## src/include/timer_pkg.sv

```systemverilog
// Purpose: Constants and types shared by the timer channel and its helpers
// Assumes: 32-bit register bus, 24-bit counting path
// Notes: Byte offsets are word aligned

package timer_pkg;

  // Counting path
  localparam int CNT_W = 24;
  localparam logic [23:0] CNT_ALL_ONES = 24'hffffff;
  localparam logic [23:0] CNT_ZERO = 24'h000000;
  localparam logic [23:0] CNT_ONE = 24'h000001;

  // Register byte offsets
  localparam int ADDR_W = 8;
  localparam logic [7:0] OFF_CTRL = 8'h00;
  localparam logic [7:0] OFF_STATUS = 8'h04;
  localparam logic [7:0] OFF_MASK = 8'h08;
  localparam logic [7:0] OFF_LOAD = 8'h0c;
  localparam logic [7:0] OFF_CMP = 8'h10;
  localparam logic [7:0] OFF_CAPT = 8'h14;
  localparam logic [7:0] OFF_COUNT = 8'h18;

  // Control register fields
  localparam int CTRL_W = 7;
  localparam int CTRL_MODE_LSB = 0;
  localparam int CTRL_MODE_MSB = 3;
  localparam int CTRL_POL_BIT = 4;
  localparam int CTRL_RELOAD_BIT = 5;
  localparam int CTRL_EN_BIT = 6;
  localparam logic [6:0] CTRL_RST = 7'h00;

  // Status and mask fields
  localparam int FLAG_W = 2;
  localparam int FLAG_CMP_BIT = 0;
  localparam int FLAG_OVF_BIT = 1;
  localparam logic [1:0] FLAG_RST = 2'h0;

  // Mode codes
  localparam logic [3:0] MODE_WIDTH = 4'h4;
  localparam logic [3:0] MODE_PERIOD = 4'h5;
  localparam logic [3:0] MODE_CAPTURE = 4'h6;
  localparam logic [3:0] MODE_PWM = 4'h7;

  // Bus answers
  localparam logic [1:0] RESP_OKAY = 2'h0;
  localparam logic [1:0] RESP_SLVERR = 2'h2;
  localparam logic [31:0] WORD_ZERO = 32'h00000000;

  typedef enum logic [1:0] {ST_OFF, ST_ARM, ST_RUN, ST_HALT} chan_state_t;

endpackage

```

## src/include/pin_edge_if.sv

```systemverilog
// Purpose: Edge pulses of the synchronised timer pin
// Assumes: One clock domain
// Notes: Pulses last one clock

`timescale 1ns/1ns

interface pin_edge_if;
  logic rise;
  logic fall;
  modport src (output rise, output fall);
  modport dst (input rise, input fall);
endinterface

```

## src/verilog/timer_channel.sv

```systemverilog
// Purpose: One timer channel with measurement and PWM modes
// Assumes: AXI4-Lite register access, single clock mclk
// Notes: Timer pin is sampled through a synchroniser
// Function
// - Mode field 4..7 selects width/period/capture/PWM
// - Synchronise timer pin; count may vary one
// - Width: start edge per polarity loads counter
// - Width: opposite edge flags, captures count, stops if reload set
// - Width: reload on next start, else increment
// - Period: same-polarity edges, polarity picks falling
// - Period: first edge loads, next captures and flags
// - Period: reload repeats, else count to overflow
// - Capture: count from enable, halt at edge
// - Capture: polarity set ends on falling edge
// - PWM compare match toggles, flags, captures, continues
// - PWM overflow toggles pin, sets overflow flag
// - PWM reload loads counter after overflow
// - PWM pin starts at polarity, inverts per toggle
// - PWM period with reload: all-ones minus load plus one
// - Enable clears counter; clearing enable stops channel

`timescale 1ns/1ns

module timer_channel
  import timer_pkg::*;
(
  input wire logic mclk,
  input wire logic rst_n,
  input wire logic [7:0] s_axi_awaddr,
  input wire logic s_axi_awvalid,
  output logic s_axi_awready,
  input wire logic [31:0] s_axi_wdata,
  input wire logic [3:0] s_axi_wstrb,
  input wire logic s_axi_wvalid,
  output logic s_axi_wready,
  output logic [1:0] s_axi_bresp,
  output logic s_axi_bvalid,
  input wire logic s_axi_bready,
  input wire logic [7:0] s_axi_araddr,
  input wire logic s_axi_arvalid,
  output logic s_axi_arready,
  output logic [31:0] s_axi_rdata,
  output logic [1:0] s_axi_rresp,
  output logic s_axi_rvalid,
  input wire logic s_axi_rready,
  input wire logic timer_pin_in,
  output logic timer_pin_out,
  output logic timer_pin_oe,
  output logic irq
);

  ////////////////////////////////////////////////////////////////////////////
  // Helper functions

  // Word match of a byte address against a register offset
  function automatic logic hit(input logic [7:0] a, input logic [7:0] off);
    return a[7:2] == off[7:2];
  endfunction

  // Any mapped register
  function automatic logic mapped(input logic [7:0] a);
    return hit(a, OFF_CTRL) | hit(a, OFF_STATUS) | hit(a, OFF_MASK) | hit(a, OFF_LOAD) |
      hit(a, OFF_CMP) | hit(a, OFF_CAPT) | hit(a, OFF_COUNT);
  endfunction

  // Byte-lane merge of write data into an old value
  function automatic logic [31:0] merge(input logic [31:0] old, input logic [31:0] nw,
                                        input logic [3:0] strb);
    logic [31:0] res;
    res = old;
    for (int i = 0; i < 4; i++) begin
      if (strb[i]) begin
        res[i*8 +: 8] = nw[i*8 +: 8];
      end
    end
    return res;
  endfunction

  ////////////////////////////////////////////////////////////////////////////
  // Declarations

  logic [7:0] awaddr_r;
  logic [31:0] wdata_r, rd_word, wmerged;
  logic [3:0] wstrb_r, mode;
  logic [CTRL_W-1:0] ctrl_r;
  logic [23:0] load_r, cmp_r, capt_r, cnt_r, cnt_nxt, cnt_inc;
  chan_state_t st_r, st_nxt;
  logic [1:0] status, mask;
  logic do_write, en_q_r, pin_nxt, cmp_evt, ovf_evt, capt_we;
  logic pol, reload, en, start_edge, end_edge, wrap;

  pin_edge_if edges ();

  assign mode = ctrl_r[CTRL_MODE_MSB:CTRL_MODE_LSB];
  assign pol = ctrl_r[CTRL_POL_BIT];
  assign reload = ctrl_r[CTRL_RELOAD_BIT];
  assign en = ctrl_r[CTRL_EN_BIT];

  ////////////////////////////////////////////////////////////////////////////
  // Pin synchroniser and event flags

  // Pin edges come only through the synchroniser
  pin_edge u_pin_edge (
    .mclk(mclk),
    .rst_n(rst_n),
    .pin_in(timer_pin_in),
    .edges(edges.src)
  );

  // Starting edge is falling when polarity set, else rising
  assign start_edge = pol ? edges.fall : edges.rise;
  assign end_edge = pol ? edges.rise : edges.fall;

  irq_unit u_irq (
    .mclk(mclk),
    .rst_n(rst_n),
    .evt({ovf_evt, cmp_evt}),
    .clr_we(do_write & hit(awaddr_r, OFF_STATUS)),
    .clr_data(wdata_r[1:0] & {2{wstrb_r[0]}}), // A lane not written clears nothing
    .mask_we(do_write & hit(awaddr_r, OFF_MASK)),
    .mask_data(wmerged[1:0]),
    .status(status),
    .mask(mask),
    .irq(irq)
  );

  ////////////////////////////////////////////////////////////////////////////
  // AXI4-Lite write channel

  // Write data merged with the addressed register by byte lanes
  always_comb wmerged = merge(rd_word_at(awaddr_r), wdata_r, wstrb_r);
  assign do_write = ~s_axi_awready & ~s_axi_wready & ~s_axi_bvalid;

  // Address and data taken in either order, response after both
  always_ff @(posedge mclk or negedge rst_n) begin
    if (!rst_n) begin
      s_axi_awready <= 1'b1;
      s_axi_wready <= 1'b1;
      s_axi_bvalid <= 1'b0;
      s_axi_bresp <= RESP_OKAY;
      awaddr_r <= 8'h00;
      wdata_r <= WORD_ZERO;
      wstrb_r <= 4'h0;
    end else begin
      if (s_axi_awvalid && s_axi_awready) begin
        awaddr_r <= s_axi_awaddr;
        s_axi_awready <= 1'b0;
      end
      if (s_axi_wvalid && s_axi_wready) begin
        wdata_r <= s_axi_wdata;
        wstrb_r <= s_axi_wstrb;
        s_axi_wready <= 1'b0;
      end
      if (do_write) begin
        s_axi_bvalid <= 1'b1;
        s_axi_bresp <= mapped(awaddr_r) ? RESP_OKAY : RESP_SLVERR;
      end
      if (s_axi_bvalid && s_axi_bready) begin
        s_axi_bvalid <= 1'b0;
        s_axi_awready <= 1'b1;
        s_axi_wready <= 1'b1;
      end
    end
  end

  ////////////////////////////////////////////////////////////////////////////
  // Software registers

  // Control (7 bits), load and compare values on 24-bit paths
  always_ff @(posedge mclk or negedge rst_n) begin
    if (!rst_n) begin
      ctrl_r <= CTRL_RST;
      load_r <= CNT_ZERO;
      cmp_r <= CNT_ZERO;
    end else if (do_write) begin
      if (hit(awaddr_r, OFF_CTRL)) begin
        ctrl_r <= wmerged[CTRL_W-1:0];
      end
      if (hit(awaddr_r, OFF_LOAD)) begin
        load_r <= wmerged[23:0];
      end
      if (hit(awaddr_r, OFF_CMP)) begin
        cmp_r <= wmerged[23:0];
      end
    end
  end

  ////////////////////////////////////////////////////////////////////////////
  // AXI4-Lite read channel

  // Register read mux
  function automatic logic [31:0] rd_word_at(input logic [7:0] a);
    logic [31:0] v;
    v = WORD_ZERO;
    if (hit(a, OFF_CTRL)) begin
      v[CTRL_W-1:0] = ctrl_r;
    end else if (hit(a, OFF_STATUS)) begin
      v[1:0] = status;
    end else if (hit(a, OFF_MASK)) begin
      v[1:0] = mask;
    end else if (hit(a, OFF_LOAD)) begin
      v[23:0] = load_r;
    end else if (hit(a, OFF_CMP)) begin
      v[23:0] = cmp_r;
    end else if (hit(a, OFF_CAPT)) begin
      v[23:0] = capt_r;
    end else if (hit(a, OFF_COUNT)) begin
      v[23:0] = cnt_r;
    end
    return v;
  endfunction

  // Process form, so every register the mux reads keeps the word live
  always_comb rd_word = rd_word_at(s_axi_araddr);

  // One read at a time, answered on the edge after the address
  always_ff @(posedge mclk or negedge rst_n) begin
    if (!rst_n) begin
      s_axi_arready <= 1'b1;
      s_axi_rvalid <= 1'b0;
      s_axi_rdata <= WORD_ZERO;
      s_axi_rresp <= RESP_OKAY;
    end else begin
      if (s_axi_arvalid && s_axi_arready) begin
        s_axi_arready <= 1'b0;
        s_axi_rvalid <= 1'b1;
        s_axi_rdata <= rd_word;
        s_axi_rresp <= mapped(s_axi_araddr) ? RESP_OKAY : RESP_SLVERR;
      end
      if (s_axi_rvalid && s_axi_rready) begin
        s_axi_rvalid <= 1'b0;
        s_axi_arready <= 1'b1;
      end
    end
  end

  ////////////////////////////////////////////////////////////////////////////
  // Counting engine

  assign cnt_inc = cnt_r + CNT_ONE;
  assign wrap = (cnt_r == CNT_ALL_ONES);

  // Next counter, state, pin level and events
  always_comb begin
    cnt_nxt = cnt_r;
    st_nxt = st_r;
    pin_nxt = timer_pin_out;
    cmp_evt = 1'b0;
    ovf_evt = 1'b0;
    capt_we = 1'b0;
    if (!en) begin
      st_nxt = ST_OFF;
    end else if (!en_q_r) begin
      cnt_nxt = CNT_ZERO;
      st_nxt = (mode == MODE_CAPTURE) ? ST_RUN : ST_ARM;
      pin_nxt = pol;
    end else begin
      case (st_r)
        ST_ARM: begin
          if (mode == MODE_PWM) begin
            cnt_nxt = load_r;
            st_nxt = ST_RUN;
          end else if ((mode == MODE_WIDTH || mode == MODE_PERIOD) && start_edge) begin
            cnt_nxt = load_r;
            st_nxt = ST_RUN;
          end
        end
        ST_RUN: begin
          cnt_nxt = cnt_inc;
          ovf_evt = wrap;
          case (mode)
            MODE_WIDTH: begin
              if (end_edge) begin
                capt_we = 1'b1;
                cmp_evt = 1'b1;
                if (reload) begin
                  cnt_nxt = cnt_r;
                  ovf_evt = 1'b0;
                  st_nxt = ST_ARM;
                end
              end
            end
            MODE_PERIOD: begin
              if (start_edge) begin
                capt_we = 1'b1;
                cmp_evt = 1'b1;
                if (reload) begin
                  cnt_nxt = load_r;
                end
              end
            end
            MODE_CAPTURE: begin
              if (start_edge) begin
                capt_we = 1'b1;
                cmp_evt = 1'b1;
                cnt_nxt = cnt_r;
                ovf_evt = 1'b0;
                st_nxt = ST_HALT;
              end
            end
            MODE_PWM: begin
              if (cnt_r == cmp_r) begin
                pin_nxt = ~pin_nxt;
                cmp_evt = 1'b1;
                capt_we = 1'b1;
              end
              if (wrap) begin
                pin_nxt = ~pin_nxt;
                if (reload) begin
                  cnt_nxt = load_r;
                end
              end
            end
            default: begin
              cnt_nxt = cnt_r;
              ovf_evt = 1'b0;
            end
          endcase
        end
        ST_HALT: begin
          cnt_nxt = cnt_r;
        end
        default: begin
          st_nxt = ST_OFF;
        end
      endcase
    end
  end

  // Engine state and counter
  always_ff @(posedge mclk or negedge rst_n) begin
    if (!rst_n) begin
      st_r <= ST_OFF;
      cnt_r <= CNT_ZERO;
      en_q_r <= 1'b0;
    end else begin
      st_r <= st_nxt;
      cnt_r <= cnt_nxt;
      en_q_r <= en;
    end
  end

  // Captured count register
  always_ff @(posedge mclk or negedge rst_n) begin
    if (!rst_n) begin
      capt_r <= CNT_ZERO;
    end else if (capt_we) begin
      capt_r <= cnt_r;
    end
  end

  // Pin drive only while enabled in PWM mode
  always_ff @(posedge mclk or negedge rst_n) begin
    if (!rst_n) begin
      timer_pin_out <= 1'b0;
      timer_pin_oe <= 1'b0;
    end else begin
      timer_pin_out <= pin_nxt;
      timer_pin_oe <= en & (mode == MODE_PWM);
    end
  end

endmodule

```

## src/verilog/pin_edge.sv

```systemverilog
// Purpose: Synchronise the timer pin and report its edges
// Assumes: Pin is asynchronous to mclk
// Notes: Edges appear two clocks after the pin moves at most

`timescale 1ns/1ns

module pin_edge
  import timer_pkg::*;
(
  input wire logic mclk,
  input wire logic rst_n,
  input wire logic pin_in,
  pin_edge_if.src edges
);

  logic meta_r;
  logic sync_r;
  logic prev_r;

  // Two-stage synchroniser, then one stage of history
  always_ff @(posedge mclk or negedge rst_n) begin
    if (!rst_n) begin
      meta_r <= 1'b0;
      sync_r <= 1'b0;
      prev_r <= 1'b0;
    end else begin
      meta_r <= pin_in;
      sync_r <= meta_r;
      prev_r <= sync_r;
    end
  end

  // Edge pulses from synchronised stages only
  assign edges.rise = sync_r & ~prev_r;
  assign edges.fall = ~sync_r & prev_r;

endmodule

```

## src/verilog/irq_unit.sv

```systemverilog
// Purpose: Sticky event flags, mask and level interrupt
// Assumes: Flags cleared by writing ones
// Notes: A set in the clearing cycle wins

`timescale 1ns/1ns

module irq_unit
  import timer_pkg::*;
(
  input wire logic mclk,
  input wire logic rst_n,
  input wire logic [1:0] evt,
  input wire logic clr_we,
  input wire logic [1:0] clr_data,
  input wire logic mask_we,
  input wire logic [1:0] mask_data,
  output logic [1:0] status,
  output logic [1:0] mask,
  output logic irq
);

  logic [1:0] status_nxt;

  // Clear first, then set, so a new event survives
  always_comb begin
    status_nxt = status;
    if (clr_we) begin
      status_nxt = status_nxt & ~clr_data;
    end
    status_nxt = status_nxt | evt;
  end

  // Flag, mask and interrupt registers
  always_ff @(posedge mclk or negedge rst_n) begin
    if (!rst_n) begin
      status <= FLAG_RST;
      mask <= FLAG_RST;
      irq <= 1'b0;
    end else begin
      status <= status_nxt;
      if (mask_we) begin
        mask <= mask_data;
      end
      irq <= |(status & mask);
    end
  end

endmodule

```

## config.mk

```make
export PLATFORM = sky130hd
export DESIGN_NAME = timer_channel
export DESIGN_NICKNAME = d
export VERILOG_FILES = /design/src/include/timer_pkg.sv /design/src/include/pin_edge_if.sv /design/src/verilog/timer_channel.sv /design/src/verilog/pin_edge.sv /design/src/verilog/irq_unit.sv
export SDC_FILE = /design/constraint.sdc
export NUM_CORES = 1
export LEC_CHECK = 0
export ABC_AREA = 1
export BUFFER_PORTS_ARGS = -buffer_cell sky130_fd_sc_hd__buf_2
export CAP_MARGIN = 20
export CORE_UTILIZATION = 60
export CTS_BUF_LIST = sky130_fd_sc_hd__clkbuf_4 sky130_fd_sc_hd__clkbuf_8
export CTS_CLUSTER_SIZE = 28
export DETAILED_ROUTE_END_ITERATION = 10
export PLACE_DENSITY = 0.91
export SKIP_CTS_REPAIR_TIMING = 1
export SLEW_MARGIN = 0
export SYNTH_ARGS = -nofsm -noshare
export SYNTH_HDL_FRONTEND = slang
export SYNTH_SLANG_ARGS = --single-unit
```

## constraint.sdc

```tcl
create_clock -name mclk -period 3.05 [get_ports mclk]
set_input_delay 0.61 -clock mclk [delete_from_list [all_inputs] [get_ports mclk]]
set_output_delay 0.61 -clock mclk [all_outputs]
set_load 0.005 [all_outputs]
```

## After elaboration in Yosys (flattened, before gate mapping)

Cells that the tools add are included.

- Input bits: 60
- Register bits: 184
- Logic and storage cells: 196

- Bitwise gates (word level): 31
- Add/subtract/negate cells: 1
- Equal/unequal tests: 34
- Muxes and demuxes: 82
- Reduce and logical (&&, ||, !) cells: 22

Operators with widths:

| operator | count |
|---|---|
| $mux W24 | 17 |
| $pmux W24 S4 | 1 |
| $mux W22 | 4 |
| $pmux W24 S2 | 1 |
| $eq A6 B3 Y1 const B | 6 |
| $mux W17 | 2 |
| $mux W1 | 33 |
| $mux W2 | 15 |
| $ne A5 B5 Y1 const B | 6 |
| $add A24 B1 Y24 const B | 1 |
| $eq A24 B24 Y1 | 1 |
| $eq A24 B24 Y1 const B | 1 |
| $eq A6 B2 Y1 const B | 4 |
| $mux W8 | 3 |
| $eq A4 B3 Y1 const B | 4 |
| $mux W7 | 2 |
| $eq A6 B1 Y1 const B | 2 |
| $logic_not A6 Y1 | 2 |
| $or A1 B1 Y1 | 12 |
| $reduce_and A6 Y1 | 2 |
| $ne A4 B4 Y1 const B | 2 |
| $reduce_bool A2 Y1 | 4 |
| $and A1 B1 Y1 | 7 |
| $not A1 Y1 | 7 |
| 17 further kinds | 31 |

## Logic depth before layout (Yosys ltp)

- Depth in word-level cells: 11
- Mapped depth: 14
- Mapped depth without buffers: 13

## Modules after synthesis

From an unflattened synthesis, not the netlist that was laid out.

- Cell total of the unflattened synthesis: 1518
- Area, all modules: 10980.5 sq um

Modules (own cells, without submodules):

| module | times used | sequential area each (sq um) | area each (sq um) | cells an instance |
|---|---|---|---|---|
| timer_channel | 1 | 4307.9 | 10699.0 | 1489 |
| irq_unit | 1 | 125.1 | 191.4 | 22 |
| pin_edge | 1 | 75.1 | 90.1 | 7 |

## Worst setup path before layout

No wires, ideal clock.

- Kind: input port to flip-flop
- Start point: input port s_axi_araddr[4]
- End point: register s_axi_rdata[11]
- Setup slack: 1032 ps
- Cell stages on the path: 9
- Data required time: 2917 ps
- Library setup time: 133 ps
- Arrival time: 1885 ps
- Path buffers: 2
- Path through: or2_2 -> nor2_2 -> inv_2 -> nor2_4 -> inv_1 -> buf_2 -> buf_2 -> o22ai_1 -> o21ai_0

- Longest elaborated chain between the ends: 8
- Elaborated cells between the ends (all ways): 14
- Classes of those cells: eq/ne: 6; mux: 7; reduce/logical: 1

Ends and longest elaborated chain:

| item | RTL line | RTL |
|---|---|---|
| from (decl) | timer_channel.sv:39 | `input wire logic [7:0] s_axi_araddr,` |
| $eq A6 B3 Y1 | timer_channel.sv:57 | `return a[7:2] == off[7:2];` |
| $mux W24 | timer_channel.sv:207 | `end else if (hit(a, OFF_COUNT)) begin` |
| $mux W24 | timer_channel.sv:205 | `end else if (hit(a, OFF_CAPT)) begin` |
| $mux W24 | timer_channel.sv:203 | `end else if (hit(a, OFF_CMP)) begin` |
| $mux W24 | timer_channel.sv:201 | `end else if (hit(a, OFF_LOAD)) begin` |
| $mux W22 | timer_channel.sv:199 | `end else if (hit(a, OFF_MASK)) begin` |
| $mux W22 | timer_channel.sv:197 | `end else if (hit(a, OFF_STATUS)) begin` |
| $mux W17 (*) | timer_channel.sv:195 | `if (hit(a, OFF_CTRL)) begin` |
| to (signal assigned) | timer_channel.sv:227 | `s_axi_rdata <= rd_word;` |
| to (decl) | timer_channel.sv:42 | `output logic [31:0] s_axi_rdata,` |

Every way passes the cells marked *; elsewhere a longest branch is shown, timed or not.
A chain may end at the register's enable or synchronous reset.

## Worst setup path in the final report

- Start point: register cnt_r[19]
- End point: register capt_r[9]

- Longest elaborated chain between the ends: 6

Ends and longest elaborated chain:

| item | RTL line | RTL |
|---|---|---|
| from (decl) | timer_channel.sv:86 | `logic [23:0] load_r, cmp_r, capt_r, cnt_r, cnt_nxt, cnt_inc;` |
| from (signal assigned) | timer_channel.sv:338 | `cnt_r <= cnt_nxt;` |
| $eq A24 B24 Y1 | timer_channel.sv:302 | `if (cnt_r == cmp_r) begin` |
| $mux W1 | timer_channel.sv:302 |  |
| $pmux W1 S3 | timer_channel.sv:271 | `case (mode)` |
| $mux W1 | timer_channel.sv:258 | `case (st_r)` |
| $mux W1 | timer_channel.sv:253 | `end else if (!en_q_r) begin` |
| $mux W1 | timer_channel.sv:251 | `if (!en) begin` |
| to (signal assigned) | timer_channel.sv:348 | `capt_r <= cnt_r;` |
| to (decl) | timer_channel.sv:86 |  |

Every way passes these cells.

==> out/qor.csv <==
stage,metric,value,unit
clock_tree,clock-sinks,180,
detailed_routing,drt-total-wl,31230,um
floorplanning,std_cell_rows,47,
sta,fin_ws,0.5129,ns
synth,ys_async_sr_fraction,1.000,
detailed_routing,dr.pass1.iters,7,
power,peakVddDrop,0.0005533,V
status,status,"finished, final reports clean",
detailed_routing,ant_nets,0,
worst_hold_path,hp-class,in2async,
floorplanning,io-pin-count,104,
floorplanning,start_util,0.6237,
critical_path,worst_ep_required_time,3.43,ns
critical_path,critical_path.top_delay_family,simple AND/OR/NAND/NOR gates,
cells_and_area,instances_no_fill,1745,
global_route,overflow,0,
floorplanning,die_w,134.2,um
sta,period_share,0.8319,
cells_and_area,area_growth_syn_to_layout,9.423,%
cells_and_area,fin_nets,1576,
detailed_routing,vias,10748,
placement,place_inst,1713,
clock_tree,cts-htree-levels,4,
clock_tree,clk_path_buf_depth,2,
synth,yosysTopAreaCellShare,0.4222,
detailed_routing,avgRoutedWirePerCell,17.90,um
synth,synth_common_cells,"nand2_1, dfrtp_1, inv_1",
critical_path,crit_top_cell,nand2_1,
sta,fmax,394.1,MHz
placement,post-place-ws,0.5048,ns
placement,dp_hpwl,21520,um
sta,fin_tns_setup,0,ns
global_route,antenna_found_initial,0,
synth,syn_inst,1444,
synth,synth_edf_count,0,
floorplanning,die_y,134.2,um
global_route,grt_use_total,0.3594,
sta,worstMarginPinSlew,1.028,ns
detailed_routing,routed_via_density,6.159,
placement,placed_cell_area,11100,um^2
synth,synth_cell_types,49,
placement,port_buffers,80,
cells_and_area,final_core_util,0.6825,
synth,synth_most_common_cell,nand2_1,
sta,maxSlewHeadroom,0.3137,
detailed_routing,route.detailed.drc,0,
clock_tree,root_buffer,clkbuf_8,
critical_path,worstSetupEndpointType,register,
clock_tree,cts_inserted_buffers,17,
cells_and_area,drive_above_1_share,0.1370,
synth,ys_top_cells_by_area,"dfrtp_1, nand2_1, o21ai_0",
cells_and_area,antennaDiodeCount,0,
synth,ys_seq_area_frac,0.4297,
global_route,grt_max_degree,70,
detailed_routing,dr.first_iter.drc_count,1383,
clock_tree,path_clk_slew,0.10,ns
critical_path,startpoint_type,register,
synth,yosys.area.top_type,dfrtp_1,
floorplanning,coreArea,16820,um^2
critical_path,crit_buf_inv,2,
clock_tree,clk_latency,0.48,ns
sta,grt_setup_unrepaired,false,
sta,finClkSkew,0.01476,ns
synth,synthFlopType,dfrtp_1,
power,p_leak,5.467,nW
critical_path,cp.arrival,2.92,ns
critical_path,path_cells,inv_2 -> nand2_1 -> nand2_1 -> a21oi_1 -> nand2_1 -> nor2_1 -> nand3_1 -> o21ai_1 -> nand2_1 -> buf_4 -> o21ai_0,
critical_path,critPathSlowestCell,dfrtp_1,
critical_path,critical_path_class,reg2reg,
placement,place.gp.congestion,0.9635,
floorplanning,dieArea,18020,um^2
synth,syn_area_per_cell,7.265,um^2
synth,synth_area,10490,um^2
run,cap_violations,0,
global_route,grt_pass1_vias,10285,
global_route,grt_pass1_wl,50150,um
synth,synth.yosys.warnings,0,
sta,finalHoldViolCount,0,
critical_path,cp_max_fo,49,
cells_and_area,fin_area,11480,um^2
sta,finalSetupViolations,0,
sta,drv_slew,0,
clock_tree,cts_tree,yes,
sta,fin_crit,2.537,ns
critical_path,max_stage_delay,0.53,ns
synth,ys_ff_latch,180,
power,pwr_density_cell,585.5,nW/um^2
==> where the power goes <==
group | switching, mW | internal, mW
Clock | 0.955 | 0.625
Sequential | 0.520 | 2.87
Combinational | 1.11 | 0.644
==> per-layer routing <==
layer / track usage / wire length, um
met1: 0.4828 / 11780
met2: 0.5489 / 13780
met3: 0.07823 / 4213
met4: 0.1879 / 1455
met5: 0 / 0
==> stage by stage <==
stage | power, mW | hold WS (ns)
final | 6.721 | 0.1241
after global routing | 7.059 | 0.1697
after detailed placement | 5.099 | 0.3356
after floorplan | 4.419 | 0.3144
after global placement | 5.000 | 0.3345
after CTS | 6.651 | 0.1513
==> sequential cells by signal, summed over array words and instances (netlist names), 2 cells and up <==
register / flops
ctrl_r: 7
wdata_r: 24
awaddr_r: 6
s_axi_rdata: 24
u_irq.status: 2
capt_r: 24
cnt_r: 24
wstrb_r: 3
u_irq.mask: 2
st_r: 2
cmp_r: 24
load_r: 24
==> cells by family (layout without fill, tap and decap cells) <==
group                      Yosys count  count (layout)  synth area share
AOI/OAI and AO/OA                  301             301            0.1622
and+or+nand+nor                    702             702            0.2787
adders and majority gates            4               4          0.004771
other                                1              10         0.0003575
xor gates and xnor gates            19              19           0.01586
DFF                                180             180            0.4297
buffers and inverters              216             288           0.08576
muxes                               21              21           0.02254
==> final timing paths <==
path                                        startpoint                           to  slack, ns  cells after the start
min                                              rst_n       wdata_r[0]$_DFFE_PN0P_       0.12                      1
max reg2reg                      cnt_r[19]$_DFFE_PN0P_        capt_r[9]$_DFFE_PN0P_       0.51                     11
max                              cnt_r[19]$_DFFE_PN0P_        capt_r[9]$_DFFE_PN0P_       0.51                     11
min reg2reg                u_pin_edge.meta_r$_DFF_PN0_  u_pin_edge.sync_r$_DFF_PN0_       0.36                      0
min in group mclk                         timer_pin_in  u_pin_edge.meta_r$_DFF_PN0_       0.23                      1
max in group asynchronous                        rst_n       load_r[23]$_DFFE_PN0P_       2.16                      2
==> area by class of cell <==
type | count | area (um^2)
fillers | 1340 | 5340
clock buffers | 19 | 255.2
repair buffers | 106 | 639.4
well taps | 220 | 275.3
multi-input cells | 1057 | 5119
inverters | 150 | 563.0
clock inverters | 13 | 118.9
flip-flops and latches | 180 | 4508
==> cell usage in the layout (no fill, tap or decap), types with 3 or more instances in the layout <==
cell type / count
o21bai_1: 3
inv_2: 11
inv_6: 4
o21ai_2: 5
mux2_2: 21
nor3_2: 4
ha_1: 4
nand2_2: 3
a211oi_1: 4
nand2_1: 469
nor2_2: 5
nor2_4: 4
clkinv_1: 4
o22ai_1: 86
xor2_1: 19
inv_8: 3
buf_12: 3
nand2_4: 4
o211ai_1: 5
nand4_1: 10
conb_1: 10
o21ai_0: 111
or2_2: 3
nand3_1: 56
nor2_1: 123
inv_1: 135
dfstp_2: 3
a21oi_1: 60
clkbuf_8: 18
dfrtp_1: 177
buf_2: 79
buf_4: 23
o21ai_1: 19
nor3_1: 12
Note: power is estimated with default switching activity, not from simulation.
